--- config.mk ---
export PLATFORM = sky130hd
export DESIGN_NAME = igs_group_sec
export DESIGN_NICKNAME = d
export VERILOG_FILES = /design/src/core/igs_pkg.sv /design/src/core/igs_sel_if.sv /design/src/core/igs_line_sel.sv /design/src/core/igs_group_sec.sv
export VERILOG_INCLUDE_DIRS = /design/src /design/src/core
export SDC_FILE = /design/constraint.sdc
export NUM_CORES = 1
export LEC_CHECK = 0
export BUFFER_PORTS_ARGS = -buffer_cell sky130_fd_sc_hd__clkbuf_2
export CAP_MARGIN = 20
export CORE_MARGIN = 5
export CORE_UTILIZATION = 50
export CTS_CLUSTER_SIZE = 30
export DETAILED_ROUTE_END_ITERATION = 6
export PLACE_DENSITY = 0.75
export SLEW_MARGIN = 20
export SYNTH_ARGS = -nofsm -noshare
export SYNTH_HDL_FRONTEND = slang
export SYNTH_SLANG_ARGS = --single-unit
--- constraint.sdc ---
create_clock -name clk_in -period 2.7 [get_ports clk_in]
set_clock_uncertainty 0.15 [all_clocks]
set_input_delay 0.54 -clock clk_in [delete_from_list [all_inputs] [get_ports clk_in]]
set_output_delay 0.54 -clock clk_in [all_outputs]
set_load 0.03 [all_outputs]
--- src/core/igs_regs.svh ---
`ifndef IGS_REGS_SVH
`define IGS_REGS_SVH

// ----------------------------------------------------------------------
// Register byte addresses.
// ----------------------------------------------------------------------
`define IGS_ADDR_CFG   8'h00
`define IGS_ADDR_CORE  8'h04
`define IGS_ADDR_BP    8'h08
`define IGS_ADDR_NSAC  8'h0c
`define IGS_ADDR_STAT  8'h10

// ----------------------------------------------------------------------
// System configuration register fields.
// ----------------------------------------------------------------------
`define IGS_CFG_W      7
`define IGS_CFG_SD     0
`define IGS_CFG_SSEC   1
`define IGS_CFG_MON    2
`define IGS_CFG_HYP    3
`define IGS_CFG_M32    4
`define IGS_CFG_SYSREG 5
`define IGS_CFG_PESEC  6
`define IGS_CFG_RST    7'h00

// ----------------------------------------------------------------------
// Core routing register fields.
// ----------------------------------------------------------------------
`define IGS_CORE_W     7
`define IGS_CORE_RFIQ  0
`define IGS_CORE_RIRQ  1
`define IGS_CORE_NS    2
`define IGS_CORE_HFIQ  3
`define IGS_CORE_HIRQ  4
`define IGS_CORE_EL    5
`define IGS_CORE_RST   7'h00
`define IGS_EL1        2'h1
`define IGS_EL_HYP     2'h2
`define IGS_EL_MON     2'h3

// ----------------------------------------------------------------------
// Binary point register fields.
// ----------------------------------------------------------------------
`define IGS_BP_REG_W   15
`define IGS_BP_W       3
`define IGS_BP_G0      0
`define IGS_BP_G1S     4
`define IGS_BP_G1NS    8
`define IGS_BP_COMMON  12
`define IGS_BP_CNS     13
`define IGS_BP_CS      14
`define IGS_BP_RST     15'h0000

// ----------------------------------------------------------------------
// Generation permission register fields.
// ----------------------------------------------------------------------
`define IGS_NSAC_W     2
`define IGS_NSAC_G0    0
`define IGS_NSAC_G1S   1
`define IGS_NSAC_RST   2'h0

`endif

--- src/core/igs_pkg.sv ---
package igs_pkg;

  // Interrupt group codes; in single-state mode group 1 uses IGS_GRP1NS.
  typedef enum logic [1:0] {
    IGS_GRP0   = 2'h0,
    IGS_GRP1S  = 2'h1,
    IGS_GRP1NS = 2'h2
  } igs_grp_t;

  // Kinds of interrupt handling access that carry a security check.
  typedef enum logic [1:0] {
    IGS_ACC_CFG   = 2'h0,
    IGS_ACC_ACK   = 2'h1,
    IGS_ACC_DROP  = 2'h2,
    IGS_ACC_DEACT = 2'h3
  } igs_acc_t;

  // The three software interrupt request registers.
  typedef enum logic [1:0] {
    IGS_SGI0  = 2'h0,
    IGS_SGI1  = 2'h1,
    IGS_ASGI1 = 2'h2
  } igs_sgi_t;

  // Complete state of the top module.
  typedef struct packed {
    logic [6:0]  cfg;
    logic [6:0]  core;
    logic [14:0] bp;
    logic [1:0]  nsac;
    logic        fiq;
    logic        irq;
    logic        grant;
    logic        deny;
    logic        virt;
    logic        sgi_gen;
    logic        sgi_block;
    logic        sgi_trap;
    igs_grp_t    sgi_grp;
    logic [31:0] rdata;
  } igs_state_t;

endpackage

--- src/core/igs_sel_if.sv ---
`timescale 1ns/1ps
`default_nettype none

interface igs_sel_if;
  import igs_pkg::*;

  logic     two;
  logic     at_mon;
  logic     mon32;
  logic     core_secure;
  logic     hp_ok;
  igs_grp_t grp;
  logic     fiq_sel;
  logic     irq_sel;

  modport ctl (output two, at_mon, mon32, core_secure, hp_ok, grp,
               input fiq_sel, irq_sel);
  modport sel (input two, at_mon, mon32, core_secure, hp_ok, grp,
               output fiq_sel, irq_sel);
endinterface

`default_nettype wire

--- src/core/igs_line_sel.sv ---
`timescale 1ns/1ps
`default_nettype none

module igs_line_sel (
  igs_sel_if.sel sel_if
);
  import igs_pkg::*;

  logic other_state;

  // --------------------------------------------------------------------
  // Line choice for the selected interrupt.
  // --------------------------------------------------------------------
  // A group 1 interrupt of the state the core is not in goes to the fast
  // line; with one state there is no other state to compare against.
  always_comb
  begin
    other_state = sel_if.two &
                  ((sel_if.grp == IGS_GRP1S) != sel_if.core_secure);
    sel_if.fiq_sel = 1'b0;
    sel_if.irq_sel = 1'b0;
    if (sel_if.hp_ok)
    begin
      if (sel_if.grp == IGS_GRP0)
        sel_if.fiq_sel = 1'b1;
      else if (other_state | (sel_if.at_mon & ~sel_if.mon32))
        sel_if.fiq_sel = 1'b1;
      else
        sel_if.irq_sel = 1'b1;
    end
  end

endmodule

`default_nettype wire

--- src/core/igs_group_sec.sv ---
// Summary of operation
// Security disable clear gives two states and three interrupt groups.
// Security disable set gives one state and two groups only.
// Two states: check accessor state on configure, acknowledge, drop, deactivate.
// One state: those four accesses are never security checked.
// Two states: software interrupt needs requester state and access control.
// One state: software interrupts ignore the access control settings.
// Group 0 selected interrupt drives the fast line unless R17 masks it.
// Group 1 is fast if other state or at monitor not in 32-bit state, else normal.
// Monitor in 32-bit state: secure group 1 normal, non-secure fast.
// One state without monitor: group 0 fast, group 1 normal always.
// Separate binary points per group; common flag shares the group 0 one.
// Two monitor flags pick common binary point per group 1 state.
// Core routes fast and normal lines by its routing and override bits.
// Routing controls decide which level reaches interface registers.
// Non-secure level 1 with an override bit set makes virtual accesses.
// Virtual software interrupt requests trap to hypervisor level instead.
// Two states, no monitor, non-secure core: only non-secure group 1 is signalled.
// No monitor or hypervisor, secure core: non-secure group 1 masked.
// One state without monitor: non-secure, routing cleared, interface on.
// Software never targets groups a core's fixed state cannot take.
// Two states: locality-specific interrupts are non-secure group 1.
// Fast and normal lines are registered levels held while selected.
`timescale 1ns/1ps
`default_nettype none
`include "igs_regs.svh"

module igs_group_sec #(
  parameter int ADDR_W = 8
) (
  input  wire logic             clk_in,
  input  wire logic             reset_n_in,
  input  wire logic [ADDR_W-1:0] reg_addr_in,
  input  wire logic [31:0]      reg_wdata_in,
  input  wire logic             reg_wr_in,
  input  wire logic             reg_rd_in,
  output logic      [31:0]      reg_rdata_out,
  input  wire logic             hp_valid_in,
  input  wire logic             hp_prio_ok_in,
  input  wire logic             hp_lpi_in,
  input  wire igs_pkg::igs_grp_t hp_grp_in,
  output logic                  fiq_out,
  output logic                  irq_out,
  input  wire logic             acc_req_in,
  input  wire igs_pkg::igs_acc_t acc_kind_in,
  input  wire igs_pkg::igs_grp_t acc_grp_in,
  input  wire logic             acc_secure_in,
  output logic                  acc_grant_out,
  output logic                  acc_deny_out,
  output logic                  acc_virtual_out,
  input  wire logic             sgi_req_in,
  input  wire igs_pkg::igs_sgi_t sgi_reg_in,
  input  wire logic             sgi_secure_in,
  output logic                  sgi_gen_out,
  output logic                  sgi_block_out,
  output logic                  sgi_trap_out,
  output igs_pkg::igs_grp_t     sgi_grp_out
);
  import igs_pkg::*;

  // --------------------------------------------------------------------
  // Elaboration check.
  // --------------------------------------------------------------------
  // The decode looks at a full byte of address, so narrower buses cannot
  // be served; wider ones must keep their upper bits zero.
  generate
    if (ADDR_W < 8 || ADDR_W > 32)
    begin : g_bad_addr
      $error("ADDR_W must lie between 8 and 32");
    end
  endgenerate

  // --------------------------------------------------------------------
  // Helper functions.
  // --------------------------------------------------------------------
  // Binary point used by a group 1 state: its own, or group 0's if shared.
  function automatic logic [2:0] bp_pick(input logic       share,
                                         input logic [2:0] own,
                                         input logic [2:0] grp0);
    bp_pick = share ? grp0 : own;
  endfunction

  // Exception level at which a line's interface registers are reachable.
  function automatic logic [1:0] reach_level(input logic to_mon,
                                             input logic ns,
                                             input logic ovr);
    if (to_mon)
      reach_level = `IGS_EL_MON;
    else if (ns & ovr)
      reach_level = `IGS_EL_HYP;
    else
      reach_level = `IGS_EL1;
  endfunction

  igs_state_t st_ff;
  igs_state_t nxt_st;
  igs_sel_if  sel_bus ();

  logic       two;
  logic       ns_only;
  logic       s_only;
  logic       single_nomon;
  logic       eff_ns;
  logic       eff_rfiq;
  logic       eff_rirq;
  logic       eff_sysreg;
  logic       at_mon;
  logic       core_secure;
  logic       virt_cond;
  logic [1:0] el;
  igs_grp_t   hp_grp;
  logic       grp_masked;
  logic [2:0] bp_g0;
  logic [2:0] bp_s;
  logic [2:0] bp_ns;
  igs_grp_t   sgi_grp;
  logic       sgi_ok;
  logic       acc_ok;
  logic       addr_hit;
  logic [31:0] stat_word;

  // --------------------------------------------------------------------
  // Effective security controls.
  // --------------------------------------------------------------------
  // Cores lacking a monitor level behave as if fixed values were programmed,
  // except secure two-state cores with a hypervisor level; the written bits are kept but overridden here.
  always_comb
  begin
    el           = st_ff.core[`IGS_CORE_EL +: 2];
    two          = ~st_ff.cfg[`IGS_CFG_SD];
    ns_only      = two & ~st_ff.cfg[`IGS_CFG_MON] &
                   ~st_ff.cfg[`IGS_CFG_PESEC];
    s_only       = two & ~st_ff.cfg[`IGS_CFG_MON] &
                   ~st_ff.cfg[`IGS_CFG_HYP] &
                   st_ff.cfg[`IGS_CFG_PESEC];
    single_nomon = ~two & ~st_ff.cfg[`IGS_CFG_MON];
    eff_ns       = (ns_only | single_nomon) ? 1'b1 :
                   s_only ? 1'b0 : st_ff.core[`IGS_CORE_NS];
    eff_rfiq     = ns_only ? 1'b1 :
                   (s_only | single_nomon) ? 1'b0 :
                   st_ff.core[`IGS_CORE_RFIQ];
    eff_rirq     = (ns_only | s_only | single_nomon) ? 1'b0 :
                   st_ff.core[`IGS_CORE_RIRQ];
    eff_sysreg   = single_nomon | st_ff.cfg[`IGS_CFG_SYSREG];
    at_mon       = st_ff.cfg[`IGS_CFG_MON] & (el == `IGS_EL_MON);
    core_secure  = at_mon | ~eff_ns;
    virt_cond    = (el == `IGS_EL1) & eff_ns &
                   (st_ff.core[`IGS_CORE_HFIQ] |
                    st_ff.core[`IGS_CORE_HIRQ]);
  end

  // --------------------------------------------------------------------
  // Selected interrupt qualification.
  // --------------------------------------------------------------------
  // Locality-specific interrupts carry no group of their own.
  always_comb
  begin
    hp_grp = (hp_lpi_in & two) ? IGS_GRP1NS : hp_grp_in;
    case (hp_grp)
      IGS_GRP0:   grp_masked = ns_only;
      IGS_GRP1S:  grp_masked = ns_only & two;
      IGS_GRP1NS: grp_masked = s_only;
      default:    grp_masked = 1'b1;
    endcase
  end

  assign sel_bus.two         = two;
  assign sel_bus.at_mon      = at_mon;
  assign sel_bus.mon32       = st_ff.cfg[`IGS_CFG_M32];
  assign sel_bus.core_secure = core_secure;
  assign sel_bus.hp_ok       = hp_valid_in & hp_prio_ok_in & ~grp_masked;
  assign sel_bus.grp         = hp_grp;

  igs_line_sel u_line_sel (
    .sel_if (sel_bus.sel)
  );

  // --------------------------------------------------------------------
  // Binary point sharing.
  // --------------------------------------------------------------------
  // The general common flag applies to the state the core is in; the two
  // monitor flags force sharing for one group 1 state regardless.
  always_comb
  begin
    bp_g0 = st_ff.bp[`IGS_BP_G0 +: `IGS_BP_W];
    bp_s  = bp_pick(st_ff.bp[`IGS_BP_CS] |
                    (st_ff.bp[`IGS_BP_COMMON] & core_secure),
                    st_ff.bp[`IGS_BP_G1S +: `IGS_BP_W], bp_g0);
    bp_ns = bp_pick(st_ff.bp[`IGS_BP_CNS] |
                    (st_ff.bp[`IGS_BP_COMMON] & ~core_secure),
                    st_ff.bp[`IGS_BP_G1NS +: `IGS_BP_W], bp_g0);
  end

  // --------------------------------------------------------------------
  // Security checks on accesses and software interrupts.
  // --------------------------------------------------------------------
  // Secure software may configure any group but handles only secure ones.
  always_comb
  begin
    if (!two)
      acc_ok = 1'b1;
    else if (acc_kind_in == IGS_ACC_CFG)
      acc_ok = acc_secure_in | (acc_grp_in == IGS_GRP1NS);
    else
      acc_ok = acc_secure_in == (acc_grp_in != IGS_GRP1NS);
    case (sgi_reg_in)
      IGS_SGI0:  sgi_grp = IGS_GRP0;
      IGS_SGI1:  sgi_grp = (sgi_secure_in & two) ? IGS_GRP1S : IGS_GRP1NS;
      IGS_ASGI1: sgi_grp = (sgi_secure_in | ~two) ? IGS_GRP1NS : IGS_GRP1S;
      default:   sgi_grp = IGS_GRP0;
    endcase
    sgi_ok = ~two | sgi_secure_in | (sgi_grp == IGS_GRP1NS) |
             ((sgi_grp == IGS_GRP0) & st_ff.nsac[`IGS_NSAC_G0]) |
             ((sgi_grp == IGS_GRP1S) & st_ff.nsac[`IGS_NSAC_G1S]);
  end

  // --------------------------------------------------------------------
  // Status word.
  // --------------------------------------------------------------------
  always_comb
  begin
    stat_word        = 32'h0000_0000;
    stat_word[0]     = st_ff.fiq;
    stat_word[1]     = st_ff.irq;
    stat_word[3:2]   = two ? 2'h3 : 2'h2;
    stat_word[4]     = two;
    stat_word[7:5]   = bp_ns;
    stat_word[10:8]  = bp_s;
    stat_word[11]    = eff_ns;
    stat_word[12]    = eff_rfiq;
    stat_word[13]    = eff_rirq;
    stat_word[14]    = eff_sysreg;
    stat_word[15]    = virt_cond;
    stat_word[17:16] = reach_level(eff_rfiq, eff_ns,
                                   st_ff.core[`IGS_CORE_HFIQ]);
    stat_word[19:18] = reach_level(eff_rirq, eff_ns,
                                   st_ff.core[`IGS_CORE_HIRQ]);
    stat_word[20]    = ~two & st_ff.cfg[`IGS_CFG_SSEC];
  end

  // --------------------------------------------------------------------
  // Next state.
  // --------------------------------------------------------------------
  // Read data stand for exactly one cycle; unmapped reads return zero.
  // Addresses with upper bits set miss, so wide buses cannot alias.
  always_comb
  begin
    nxt_st           = st_ff;
    nxt_st.rdata     = 32'h0000_0000;
    addr_hit         = (reg_addr_in >> 8) == '0;
    if (reg_wr_in && addr_hit)
    begin
      case (reg_addr_in[7:0])
        `IGS_ADDR_CFG:  nxt_st.cfg  = reg_wdata_in[`IGS_CFG_W-1:0];
        `IGS_ADDR_CORE: nxt_st.core = reg_wdata_in[`IGS_CORE_W-1:0];
        `IGS_ADDR_BP:   nxt_st.bp   = reg_wdata_in[`IGS_BP_REG_W-1:0];
        `IGS_ADDR_NSAC: nxt_st.nsac = reg_wdata_in[`IGS_NSAC_W-1:0];
        default:        nxt_st.nsac = st_ff.nsac;
      endcase
    end
    if (reg_rd_in && addr_hit)
    begin
      case (reg_addr_in[7:0])
        `IGS_ADDR_CFG:  nxt_st.rdata = {25'h0, st_ff.cfg};
        `IGS_ADDR_CORE: nxt_st.rdata = {25'h0, st_ff.core};
        `IGS_ADDR_BP:   nxt_st.rdata = {17'h0, st_ff.bp};
        `IGS_ADDR_NSAC: nxt_st.rdata = {30'h0, st_ff.nsac};
        `IGS_ADDR_STAT: nxt_st.rdata = stat_word;
        default:        nxt_st.rdata = 32'h0000_0000;
      endcase
    end
    // Line levels follow the selection each cycle and so drop by themselves.
    nxt_st.fiq       = sel_bus.fiq_sel;
    nxt_st.irq       = sel_bus.irq_sel;
    nxt_st.grant     = acc_req_in & acc_ok;
    nxt_st.deny      = acc_req_in & ~acc_ok;
    nxt_st.virt      = acc_req_in & virt_cond;
    // A virtual request never creates an interrupt; it only traps.
    nxt_st.sgi_trap  = sgi_req_in & virt_cond;
    nxt_st.sgi_gen   = sgi_req_in & ~virt_cond & sgi_ok;
    nxt_st.sgi_block = sgi_req_in & ~virt_cond & ~sgi_ok;
    nxt_st.sgi_grp   = sgi_req_in ? sgi_grp : st_ff.sgi_grp;
  end

  // --------------------------------------------------------------------
  // State register.
  // --------------------------------------------------------------------
  always_ff @(posedge clk_in)
  begin
    if (!reset_n_in)
    begin
      st_ff      <= '0;
      st_ff.cfg  <= `IGS_CFG_RST;
      st_ff.core <= `IGS_CORE_RST;
      st_ff.bp   <= `IGS_BP_RST;
      st_ff.nsac <= `IGS_NSAC_RST;
    end
    else
      st_ff <= nxt_st;
  end

  assign reg_rdata_out   = st_ff.rdata;
  assign fiq_out         = st_ff.fiq;
  assign irq_out         = st_ff.irq;
  assign acc_grant_out   = st_ff.grant;
  assign acc_deny_out    = st_ff.deny;
  assign acc_virtual_out = st_ff.virt;
  assign sgi_gen_out     = st_ff.sgi_gen;
  assign sgi_block_out   = st_ff.sgi_block;
  assign sgi_trap_out    = st_ff.sgi_trap;
  assign sgi_grp_out     = st_ff.sgi_grp;

  // --------------------------------------------------------------------
  // Assertions.
  // --------------------------------------------------------------------
  group0_fast_a: assert property (@(posedge clk_in)
    disable iff (!reset_n_in)
    (hp_valid_in && hp_prio_ok_in && hp_grp == IGS_GRP0 && !ns_only)
    |=> (fiq_out && !irq_out))
    else $error("group 0 interrupt not on fast line");

  other_state_a: assert property (@(posedge clk_in)
    disable iff (!reset_n_in)
    (hp_valid_in && hp_prio_ok_in && two && !ns_only && !core_secure &&
     hp_grp == IGS_GRP1S) |=> fiq_out)
    else $error("other-state group 1 not on fast line");

  mon32_line_a: assert property (@(posedge clk_in)
    disable iff (!reset_n_in)
    (hp_valid_in && hp_prio_ok_in && two && at_mon &&
     st_ff.cfg[`IGS_CFG_M32] && hp_grp == IGS_GRP1S) |=> irq_out)
    else $error("secure group 1 at 32-bit monitor not normal");

  single_line_a: assert property (@(posedge clk_in)
    disable iff (!reset_n_in)
    (hp_valid_in && hp_prio_ok_in && single_nomon && hp_grp != IGS_GRP0)
    |=> (irq_out && !fiq_out))
    else $error("single state group 1 not on normal line");

  lpi_group_a: assert property (@(posedge clk_in)
    disable iff (!reset_n_in)
    (hp_valid_in && hp_prio_ok_in && hp_lpi_in && two && eff_ns &&
     !at_mon && !s_only) |=> irq_out)
    else $error("locality interrupt not treated as non-secure group 1");

  line_drop_a: assert property (@(posedge clk_in)
    disable iff (!reset_n_in)
    !hp_valid_in |=> (!fiq_out && !irq_out))
    else $error("line stayed up with nothing selected");

  acc_check_a: assert property (@(posedge clk_in)
    disable iff (!reset_n_in)
    (acc_req_in && two && !acc_secure_in && acc_grp_in != IGS_GRP1NS)
    |=> (acc_deny_out && !acc_grant_out))
    else $error("non-secure access to secure group not denied");

  // A grant may only stand a second cycle for a back-to-back request.
  acc_free_a: assert property (@(posedge clk_in)
    disable iff (!reset_n_in)
    (acc_req_in && !two) |=> (acc_grant_out && !acc_deny_out) ##1
    (!acc_grant_out || $past(acc_req_in)))
    else $error("single state access not granted for one cycle");

  sgi_perm_a: assert property (@(posedge clk_in)
    disable iff (!reset_n_in)
    (sgi_req_in && two && !virt_cond && !sgi_secure_in &&
     sgi_reg_in == IGS_SGI0 && !st_ff.nsac[`IGS_NSAC_G0])
    |=> (sgi_block_out && !sgi_gen_out))
    else $error("unpermitted software interrupt generated");

  sgi_free_a: assert property (@(posedge clk_in)
    disable iff (!reset_n_in)
    (sgi_req_in && !two && !virt_cond) |=> sgi_gen_out)
    else $error("single state software interrupt refused");

  virt_trap_a: assert property (@(posedge clk_in)
    disable iff (!reset_n_in)
    (sgi_req_in && virt_cond) |=> (sgi_trap_out && !sgi_gen_out))
    else $error("virtual software interrupt request did not trap");

  virt_acc_a: assert property (@(posedge clk_in)
    disable iff (!reset_n_in)
    (acc_req_in && el == `IGS_EL1 && eff_ns &&
     st_ff.core[`IGS_CORE_HFIQ]) |=> acc_virtual_out)
    else $error("override access not marked virtual");

endmodule

`default_nettype wire

==> results.txt <==
RSZ-0062 raised after global routing: false
Final Hold Vio Count: 0
Vias: 2484
CTS Buffer Depth: 2
Required @ worst endpoint: 2.77 ns
Mapped Area: 3010 sq um
Fin crit share: 77.5%
Clk sinks: 62
I/O Buffers: 72
Router iterations before antenna repair: 4
Post-Layout Cell Count: 474
Syn Area/Cell: 8.77 sq um
Fin. max-slew vios: 0
Synth warn: 0
Synth area leaders: dfxtp_1 41%, mux2i_1 10%, buf_4 8.7%
Final net count: 456
Total power: 2.09 mW
Yosys top cell area share: 41.2%
DR DRC count: 0
Hold crit path type: in -> reg
Leakage: 1.41 nW
DIE AREA: 7670 sq um
CTS resizes: 0
Core Area: 5890 sq um
Synth area leader: dfxtp_1
P&R area growth vs syn: 15.9%
I/O pin total: 101
Setup violators final: 0
Setup TNS: 0 ns
Largest net degree at the start of global routing: 39
Status: finished clean
Setup WS pre-CTS: 0.226 ns
CP endpoint kind: flip-flop
Max Freq: 0.478 GHz
Clock root cell: clkbuf_8
Share of layout cells above drive strength 1: 25.6%
Startpoint Class: input pin
Worst skew pair latency: 0.35 ns
Post-CTS setup buffers: 0
Largest fanout on the critical path: 15
Initial antenna violation count: 0
Die width: 87.6 microns
Vias in the first global route: 2384
Fin crit period: 2.09 ns
Cell total after placement: 458
Setup CP Type: in -> reg
Inserted Clock Buffers: 9
Top-count cell post-synth: dfxtp_1
Antenna cells: 0
Iteration-0 DRC Markers: 201
Netlist cell types: 39
First-pass GRT wire length: 11500 microns
Peak supply drop: 347 uV
Measured slew at the worst slew-check pin: 0.715 ns
Hold Buf Count CTS: 0
Flops & latches, synth: 62
PnR worst setup slack: 0.607 ns
Pwr/cell area: 600 nW/um^2
Top cells by count, synth: 62 x dfxtp_1, 42 x nand2_1, 35 x buf_4, 30 x mux2i_1, 23 x nor2b_1
GRT Residual Overflow: 0
# Max-Cap Violations: 0
Post-synth EDFFs: 0
Gpl congestion: 0.865
Gr usage total: 19.5%
Sequential area share after synthesis: 41.2%
Dpl hpwl: 5340 microns
WL/cell: 15.0 microns
WL final: 7110 microns
Htree depth: 3
Chip Height: 87.6 microns
Worst EP arrival: 2.17 ns
Initial Util: 51.1%
CTS tree: yes
Clock Pin Slew Worst Setup and Hold Paths: 0.07 ns
Routed Antenna Nets: 0
Async set-reset flop share out of synthesis: 0%
Most common flop cell mapped by yosys: dfxtp_1
Final hold slack: 0.281 ns
Drt via density: 5.24
Post-synthesis cell count: 343
Slew HR: 51.8%
Num rows: 28
## metal layers
metal	GRT usage (%)	wire (microns)	part of all wire (%)	vias up
met5	0	0	0	-
met4	7.81	116	1.6	0
met3	7.24	552	7.8	12
met2	30.5	3410	48	95
met1	24.3	3020	43	1141
li1	-	-	-	1236
## cells in the final DEF, fill, tap and decap left out, types with 12 or more instances in the layout
master    synthesis  routed
inv_1            12      12
nor2_1           13      13
o21ai_0          21      21
mux2i_1          30      30
nand2_1          42      42
clkbuf_2          0      72
nand3_1          19      19
dfxtp_1          62      62
a21boi_0         15      15
nor2b_1          23      23
## cells by family after synthesis
group	share of synthesized area [%]
compound gates	14.1
fa+ha+maj	1.25
buf+inv	12.7
flops	41.2
mux	9.98
other cells	0.125
simple gates	20.6
## cell type report
| type | count | area (sq um) |
|---|---|---|
| clock buffer | 11 | 151 |
| clock inverter | 5 | 105 |
| fill | 559 | 2400 |
| inverter | 12 | 45.0 |
| multi-input combinational | 228 | 1420 |
| sequential | 62 | 1240 |
| tap | 75 | 93.8 |
| timing repair buffer | 81 | 428 |
## sequential cells by signal, indices dropped and copies added, names as in the netlist, 2 cells and up
signal	cells
bp_g0	3
el	2
st_ff	25
reg_rdata_out	21
sgi_grp_out	2
## metrics by stage
step	area (sq um)	utilization [%]
2_1_floorplan	3050	-
3_3_place_gp	3230	54.9
3_5_place_dp	3230	54.9
4_1_cts	3490	59.2
5_1_grt	3490	59.2
6_report	3490	59.2
## power breakdown
group          total [mW]  internal [mW]  switching, mW
clock                1.03          0.663          0.368
combinational       0.140         0.0508         0.0897
sequential          0.921          0.919        0.00196
## worst paths after layout
check                           cells past startpoint  slack, ns                 to           start
worst max-delay path                                6       0.61          st_ff[55]  reg_addr_in[1]
worst min-delay path                                2       0.28       acc_deny_out      acc_req_in
worst max register to register                      5       0.64   reg_rdata_out[6]       st_ff[72]
worst min register to register                      2       0.32  reg_rdata_out[11]       st_ff[55]
## worst max-delay path: stages
cell      delay (ns)
clkbuf_2        0.08
or4_4           0.60
nor4b_4         0.30
nand2_1         0.37
nand2_1         0.17
a21boi_0        0.10
(Power assumes the default switching activity.)
